==> config.mk <==
export PLATFORM = sky130hd
export DESIGN_NAME = crf_formatter
export DESIGN_NICKNAME = d
export VERILOG_FILES = /design/src/crf_pkg.sv /design/src/crf_colour_tag.sv /design/src/crf_formatter.sv
export VERILOG_INCLUDE_DIRS = /design/src
export SDC_FILE = /design/constraint.sdc
export NUM_CORES = 1
export LEC_CHECK = 0
export BUFFER_PORTS_ARGS = -buffer_cell sky130_fd_sc_hd__buf_2
export CORE_ASPECT_RATIO = 0.7
export CORE_MARGIN = 4
export CORE_UTILIZATION = 55
export CTS_CLUSTER_DIAMETER = 80
export DETAILED_ROUTE_END_ITERATION = 10
export HOLD_SLACK_MARGIN = 0.15
export PLACE_DENSITY_LB_ADDON = 0.25
export SLEW_MARGIN = 10
export SYNTH_ARGS = -nofsm -noshare
export SYNTH_HDL_FRONTEND = slang
export SYNTH_SLANG_ARGS = --single-unit
==> constraint.sdc <==
create_clock -name clk -period 6.2 [get_ports clk]
set_input_delay 0.93 -clock clk [delete_from_list [all_inputs] [get_ports clk]]
set_output_delay 0.93 -clock clk [all_outputs]
set_load 0.02 [all_outputs]
==> src/crf_map.svh <==
`ifndef CRF_MAP_SVH
`define CRF_MAP_SVH

`define CRF_TYPE_EXT_BIT      7
`define CRF_TYPE_FILT_COLOUR  7'h10
`define CRF_TAG_STREAM_LSB    0
`define CRF_TAG_STREAM_W      6
`define CRF_TAG_MATCH_LSB     6
`define CRF_TAG_MATCH_W       8
`define CRF_TAG_CRC_BIT       14
`define CRF_TAG_PAR_BIT       15
`define CRF_BASE_HDR_BYTES    16
`define CRF_EXT_HDR_BYTES     8
`define CRF_OFFSET_PAD_BYTES  2
`define CRF_ETH_HDR_BYTES     18
`define CRF_SNAP_ALIGN        8
`define CRF_TAG_POS           10
`define CRF_TYPE_POS          8
`define CRF_OFFSET_FILL       8'h00
`define CRF_PAD_FILL          8'h00

`endif

==> src/crf_pkg.sv <==
`default_nettype none
package crf_pkg;
  typedef struct packed {
    logic [7:0] data;
    logic       last;
  } crf_byte_t;

  typedef struct packed {
    logic [5:0] stream;
    logic [7:0] match;
    logic       crc_hash_bit;
    logic       parity_hash_bit;
  } crf_class_t;

  typedef enum logic [2:0] {
    CRF_IDLE = 3'b000,
    CRF_BASE = 3'b001,
    CRF_EXT  = 3'b011,
    CRF_OFFS = 3'b010,
    CRF_PAD  = 3'b110,
    CRF_PAY  = 3'b111
  } crf_state_t;
endpackage
`default_nettype wire

==> src/crf_colour_tag.sv <==
`include "crf_map.svh"
`default_nettype none
module crf_colour_tag (
  // Classification in
  input  wire crf_pkg::crf_class_t cls,
  // Packed tag out
  output logic [15:0]              tag
);
  import crf_pkg::*;

  assign tag[`CRF_TAG_STREAM_LSB +: `CRF_TAG_STREAM_W] = cls.stream;
  genvar i;
  generate
    for (i = 0; i < `CRF_TAG_MATCH_W; i++) begin : g_match
      assign tag[`CRF_TAG_MATCH_LSB + i] = cls.match[i];
    end
  endgenerate
  assign tag[`CRF_TAG_CRC_BIT] = cls.crc_hash_bit;
  assign tag[`CRF_TAG_PAR_BIT] = cls.parity_hash_bit;
endmodule
`default_nettype wire

==> src/crf_formatter.sv <==
// Overview of operation
// - Record type bit 7 is one exactly when an extension header follows.
// - The low seven type bits carry the value 16 for this record.
// - A 2-byte hardware colour tag replaces the loss counter field.
// - Tag bits 0 to 5 carry the receive stream number.
// - Tag bits 6 to 13 carry filter match flags, bit 6 for filter zero.
// - Tag bit 14 carries the CRC hash output bit.
// - Tag bit 15 carries the parity hash output bit.
// - The offset byte is not implemented and the host ignores it.
// - One pad byte is emitted and the frame starts right after it.
// - Payload is record length less 16, less extension headers, less 2.
// - Payload delivered is at most the snap length less two bytes.
// - Each extension header type bit 7 is one when another header follows.
// - Every extension header is exactly eight bytes long.
// - Each extension header type field states its own kind and layout.
`include "crf_map.svh"
`default_nettype none
module crf_formatter #(
  parameter int MAX_EXT  = 4,
  parameter int SNAP_W   = 16
) (
  // Clock and reset
  input  wire logic                    clk,
  input  wire logic                    rstn,
  // Configuration
  input  wire logic [SNAP_W-1:0]       snap_len,
  // Record start request
  input  wire logic                    start,
  output logic                         start_ready,
  input  wire logic [95:0]             base_fields,
  input  wire crf_pkg::crf_class_t     cls,
  input  wire logic [2:0]              ext_count,
  input  wire logic [MAX_EXT*7-1:0]    ext_type,
  input  wire logic [MAX_EXT*56-1:0]   ext_body,
  // Frame bytes in
  input  wire crf_pkg::crf_byte_t      frame_in,
  input  wire logic                    frame_valid,
  output logic                         frame_ready,
  // Record bytes out
  output crf_pkg::crf_byte_t           rec_out,
  output logic                         rec_valid,
  input  wire logic                    rec_ready,
  // Status
  output logic                         busy,
  output logic                         truncated
);
  import crf_pkg::*;

  // ----------------------------------------------------------------
  // Parameter checks
  // ----------------------------------------------------------------
  // The header index and the header count are three bits wide.
  if (MAX_EXT < 1 || MAX_EXT > 7) begin : g_bad_max_ext
    $error("MAX_EXT must be 1..7");
  end
  // The payload counter must be able to hold a whole snap length.
  if (SNAP_W < 5) begin : g_bad_snap_w
    $error("SNAP_W too small");
  end

  crf_state_t         state;
  crf_state_t         next_state;
  logic [3:0]         cnt;
  logic [2:0]         ext_idx;
  logic [SNAP_W-1:0]  pay_cnt;
  logic [2:0]         n_ext;
  logic [95:0]        base_q;
  logic [15:0]        tag_q;
  logic [MAX_EXT*7-1:0]  ext_type_q;
  logic [MAX_EXT*56-1:0] ext_body_q;
  logic [15:0]        tag_w;
  logic               drop;

  // ----------------------------------------------------------------
  // Colour tag
  // ----------------------------------------------------------------
  crf_colour_tag u_tag (
    .cls (cls),
    .tag (tag_w)
  );

  // ----------------------------------------------------------------
  // Byte selection
  // ----------------------------------------------------------------
  wire        out_fire  = rec_valid && rec_ready;
  wire        last_ext  = (ext_idx == n_ext - 3'd1);
  wire [7:0]  type_byte = {(n_ext != 3'd0), `CRF_TYPE_FILT_COLOUR};
  wire [7:0]  ext_tbyte = {!last_ext, ext_type_q[ext_idx*7 +: 7]};
  wire [7:0]  ext_bbyte = ext_body_q[ext_idx*56 + (cnt - 4'd1)*8 +: 8];
  wire [7:0]  base_byte = (cnt == 4'(`CRF_TYPE_POS)) ? type_byte :
                          (cnt == `CRF_TAG_POS)      ? tag_q[15:8] :
                          (cnt == `CRF_TAG_POS + 1)  ? tag_q[7:0] :
                          base_q[95 - (cnt - ((cnt > 4'(`CRF_TYPE_POS)) ? 4'd4 : 4'd0))*8 -: 8];
  // payload limit is snap less header extra
  wire [SNAP_W-1:0] pay_lim = snap_len - SNAP_W'(`CRF_OFFSET_PAD_BYTES);
  wire        pay_full  = (pay_cnt >= pay_lim);

  // ----------------------------------------------------------------
  // Outputs
  // ----------------------------------------------------------------
  assign start_ready = (state == CRF_IDLE);
  assign busy        = (state != CRF_IDLE);
  assign frame_ready = (state == CRF_PAY) && (drop || rec_ready);
  assign rec_valid   = (state == CRF_PAY) ? (frame_valid && !drop) :
                       (state != CRF_IDLE);

  always_comb begin
    rec_out.last = 1'b0;
    case (state)
      CRF_BASE: rec_out.data = base_byte;
      CRF_EXT:  rec_out.data = (cnt == 4'd0) ? ext_tbyte : ext_bbyte;
      CRF_OFFS: rec_out.data = `CRF_OFFSET_FILL;
      CRF_PAD:  rec_out.data = `CRF_PAD_FILL;
      CRF_PAY: begin
        rec_out.data = frame_in.data;
        rec_out.last = frame_in.last || (pay_cnt + 1'b1 >= pay_lim);
      end
      default:  rec_out.data = 8'h00;
    endcase
  end

  // ----------------------------------------------------------------
  // Sequencer
  // ----------------------------------------------------------------
  wire cnt_end_base = (cnt == 4'(`CRF_BASE_HDR_BYTES - 1));
  wire cnt_end_ext  = (cnt == 4'(`CRF_EXT_HDR_BYTES - 1));
  wire pay_done     = frame_valid && frame_ready &&
                      (frame_in.last || (!drop && pay_cnt + 1'b1 >= pay_lim));

  always_comb begin
    next_state = state;
    case (state)
      CRF_IDLE: if (start) next_state = CRF_BASE;
      CRF_BASE: if (out_fire && cnt_end_base) begin
        next_state = (n_ext != 3'd0) ? CRF_EXT : CRF_OFFS;
      end
      CRF_EXT:  if (out_fire && cnt_end_ext && last_ext) next_state = CRF_OFFS;
      CRF_OFFS: if (out_fire) next_state = CRF_PAD;
      CRF_PAD:  if (out_fire) next_state = CRF_PAY;
      CRF_PAY:  if (pay_done && frame_in.last) next_state = CRF_IDLE;
      default:  next_state = CRF_IDLE;
    endcase
  end

  // ----------------------------------------------------------------
  // State register
  // ----------------------------------------------------------------
  always_ff @(posedge clk or negedge rstn) begin
    if (!rstn) begin
      state <= CRF_IDLE;
    end else begin
      state <= next_state;
    end
  end

  // ----------------------------------------------------------------
  // Byte and header counters
  // ----------------------------------------------------------------
  always_ff @(posedge clk or negedge rstn) begin
    if (!rstn) begin
      cnt     <= 4'h0;
      ext_idx <= 3'h0;
    end else if (state == CRF_IDLE || (out_fire && (cnt_end_base && state == CRF_BASE))) begin
      cnt     <= 4'h0;
      ext_idx <= 3'h0;
    end else if (out_fire && state == CRF_EXT) begin
      cnt     <= cnt_end_ext ? 4'h0 : cnt + 4'h1;
      ext_idx <= cnt_end_ext ? ext_idx + 3'h1 : ext_idx;
    end else if (out_fire && state == CRF_BASE) begin
      cnt     <= cnt + 4'h1;
    end
  end

  // ----------------------------------------------------------------
  // Record capture
  // ----------------------------------------------------------------
  always_ff @(posedge clk or negedge rstn) begin
    if (!rstn) begin
      n_ext      <= 3'h0;
      base_q     <= '0;
      tag_q      <= 16'h0000;
      ext_type_q <= '0;
      ext_body_q <= '0;
    end else if (state == CRF_IDLE && start) begin
      n_ext      <= (ext_count > 3'(MAX_EXT)) ? 3'(MAX_EXT) : ext_count;
      base_q     <= base_fields;
      tag_q      <= tag_w;
      ext_type_q <= ext_type;
      ext_body_q <= ext_body;
    end
  end

  // ----------------------------------------------------------------
  // Payload accounting
  // ----------------------------------------------------------------
  // Excess frame bytes beyond the snap limit are drained without output.
  always_ff @(posedge clk or negedge rstn) begin
    if (!rstn) begin
      pay_cnt   <= '0;
      drop      <= 1'b0;
      truncated <= 1'b0;
    end else if (state == CRF_IDLE) begin
      pay_cnt   <= '0;
      drop      <= 1'b0;
      if (start) truncated <= 1'b0;
    end else if (state == CRF_PAY && frame_valid && frame_ready) begin
      pay_cnt <= pay_full ? pay_cnt : pay_cnt + 1'b1;
      if (!drop && pay_cnt + 1'b1 >= pay_lim && !frame_in.last) begin
        drop      <= 1'b1;
        truncated <= 1'b1;
      end
    end
  end
endmodule
`default_nettype wire

==> results.yml <==
die:
  rows: 58
  io_pins: 411
  core_area_sq_um: 36360
  die_width_microns: 238.7
  die-height_microns: 169.5
  dieArea_sq_um: 40470
  start_util_pct: 56.38
timing:
  period_share_pct: 95.87
  clock.fmax_mhz: 168.2
  whs_ps: 429.3
  tightest_slew_ps: 1107
  fin_setup_tns_ps: 0
  setup_viol: 0
  min_period_ps: 5944
  final_max_slew_viol_count: 0
  slew_headroom_pct: 25.76
  skew_ps: 18.56
  hold_viol: 0
  rsz0062_at_grt: "false"
finish:
  final_layout_size_suffix_gt1_share_pct: 23.62
  mostFrequentLayoutCell: "nand2_1"
  multi_input_area_sq_um: 9911
  fill_cells: 2974
  nets: 3053
  seq_area_sq_um: 9886
  final_cell_mix: "nand2_1 (1144), buf_2 (409), dfrtp_1 (394)"
  final_cell_area_sq_um: 24030
  area_growth_pct: 17.26
worst_setup_path:
  reg2reg_depth: 12
  cp-start-kind: "register"
  path_max_fanout: 18
  crit_type: "register to primary output"
  crit_required_ps: 5270
  r2r-end: "truncated"
  worst_ep_arrival_time_ps: 5010
  reg2reg_setup_slack_ps: 3010
  end_kind: "primary output"
  r2r-start: "pay_cnt[2]"
grt:
  first_global_vias: 17455
  grt_max_degree: 212
  grt_pass1_wl_mm: 97.19
  track_usage_pct: 30.28
  grt-ovfl-total: 0
  antenna_found_initial: 7
placed_design:
  place.gp.congestion: 0.8975
  place_area_sq_um: 22710
  io_buffers: 410
  dp_hpwl_mm: 46.09
routing:
  drt_iter0_drc: 1950
  wl_per_cell_microns: 20.08
  vias: 17758
  viasPerCell: 5.704
  firstDrtPassIters: 6
  remaining_drc_errors: 0
  routed_wl_mm: 62.52
  drtAntennaViolNets: 0
clock_tree:
  h-tree-depth: 2
  clockRootBuffer: "clkbuf_16"
  cts.sinks: 395
  ctsLongestPathBuffers: 3
  cts-buffers-inserted: 39
  worst_skew_pair.late_latency_ps: 540
  path_clk_slew_ps: 60
  cts_tree: "done"
logic_synthesis:
  yosys_warnings: 0
  synth_edf_count: 0
  ys_seq_elements: 395
  syn_area_per_cell_sq_um: 9.054
  synth.distinct_cells: 82
  syn_inst: 2264
  syn_nets: 2717
  ys_seq_area_share_pct: 48.22
  ys_async_sr_fraction_pct: 100.0
  synthFlopType: "dfrtp_1"
  syn_area_sq_um: 20500
run:
  cap_violations: 0
power_and_ir_drop:
  irDropWorstVdd_mv: 0.2823
  p_leak_nw: 12.90
  power_density_nw_per_um2: 486.4
outcome:
  outcome: "completed"
hold_path:
  hold_class: "input port to async pin"
-- what timing repair did --
item,4_1_cts,5_1_grt
setup buffers,0,0
setup endpoints to repair,0,2
gates resized for setup,0,1
endpoints found under the hold margin,0,0
hold buffers,0,0
-- final cells by class --
class                   instances  area share, %
repair buffers                424          9.277
flip-flops and latches        395          41.13
multi-input cells            1716          41.24
clock inverters                18         0.8434
well taps                     480          2.499
clock buffers                  52          4.597
inverters                      24         0.3748
diodes                          4        0.04165
-- state kept, by name, indices dropped and copies added, names as in the netlist --
| name | cells |
|---|---|
| ext_body_q | 224 |
| base_q | 96 |
| ext_type_q | 28 |
| pay_cnt | 16 |
| tag_q | 16 |
| cnt | 4 |
| ext_idx | 3 |
| n_ext | 3 |
| state | 3 |
| drop | 1 |
| truncated | 1 |
-- power by group --
| group | internal [mW] | switching, mW | total (mW) |
|---|---|---|---|
| combinational | 2.00 | 2.91 | 4.91 |
| sequential | 3.66 | 0.671 | 4.33 |
| clock | 1.42 | 1.03 | 2.45 |
| total | 7.09 | 4.60 | 11.7 |
-- worst max-delay path, stage by stage, from the launching register on --
cell     delay, ps
dfrtp_1        760
fa_1           530
ha_1           220
fa_1           460
ha_1           440
inv_1          200
a21oi_4         90
nor2_4         470
buf_4          320
mux2i_1        250
o22ai_1        160
o32a_1         420
buf_2          170
-- metal layers --
metal / wire (microns) / GRT usage [%] / up-vias
met5: 45 / 0 / -
met1: 27850 / 47.20 / 8763
met3: 5919 / 6.075 / 85
li1: - / - / 8152
met4: 901 / 5.246 / 8
met2: 27800 / 45.09 / 750
-- kinds of logic (layout without fill, tap and decap cells) --
logic type               after synthesis  count (layout)  share of synthesized area, %
other                                  0               4                             0
buffers and inverters                153             518                         3.595
AO/OA/AOI/OAI                        194             194                         7.038
flip-flops                           395             395                         48.22
adder cells (fa/ha/maj)               56              56                         3.565
AND/OR/NAND/NOR                     1319            1319                         26.05
multiplexers                         116             116                         10.21
XOR/XNOR                              31              31                         1.325
-- stage by stage --
| stage | setup WS, ps | util, % | instances | power, mW |
|---|---|---|---|---|
| after floorplan | 1586 | - | 2264 | 7.600 |
| after global placement | 886.1 | 62.47 | 3039 | 9.004 |
| after detailed placement | 810.7 | 62.47 | 3039 | 9.167 |
| after CTS | 252.9 | 66.06 | 3109 | 11.66 |
| after global routing | 73.55 | 66.10 | 3112 | 12.40 |
| final | 256.4 | 66.11 | 3113 | 11.69 |
-- worst max-delay path by stage --
| stage | from | endpoint | slack (ps) | depth (start not counted) |
|---|---|---|---|---|
| 2_1_floorplan | ext_idx[2] | rec_out[8] | 1590 | 13 |
| 3_3_place_gp | ext_idx[1] | rec_out[6] | 890 | 11 |
| 3_5_place_dp | ext_idx[1] | rec_out[6] | 810 | 11 |
| 4_1_cts | ext_idx[1] | rec_out[6] | 250 | 11 |
| 5_1_grt | ext_idx[1] | rec_out[1] | 70 | 12 |
| 6_report | ext_idx[1] | rec_out[1] | 260 | 12 |
-- cells in the mapped netlist (all sizes together) (7+ instances only) --
| cell | number | area share [%] |
|---|---|---|
| a21o | 31 | 1.1 |
| a21oi | 37 | 1.0 |
| a221oi | 10 | 0.46 |
| and2 | 11 | 0.34 |
| buf | 61 | 1.7 |
| clkbuf | 67 | 1.4 |
| dfrtp | 395 | 48 |
| ha | 52 | 3.2 |
| inv | 24 | 0.44 |
| mux2 | 14 | 0.82 |
| mux2i | 31 | 1.5 |
| mux4 | 71 | 7.9 |
| nand2 | 1146 | 21 |
| nand3 | 40 | 1.0 |
| nand4 | 9 | 0.27 |
| nor2 | 33 | 0.65 |
| nor2b | 12 | 0.37 |
| nor3 | 15 | 0.48 |
| nor3b | 7 | 0.31 |
| nor4 | 9 | 0.34 |
| o21ai | 27 | 0.71 |
| o221a | 8 | 0.44 |
| o22ai | 11 | 0.34 |
| or2 | 12 | 0.37 |
| xnor2 | 21 | 0.90 |
| xor2 | 10 | 0.43 |
Power figures use the tool's default switching activity.
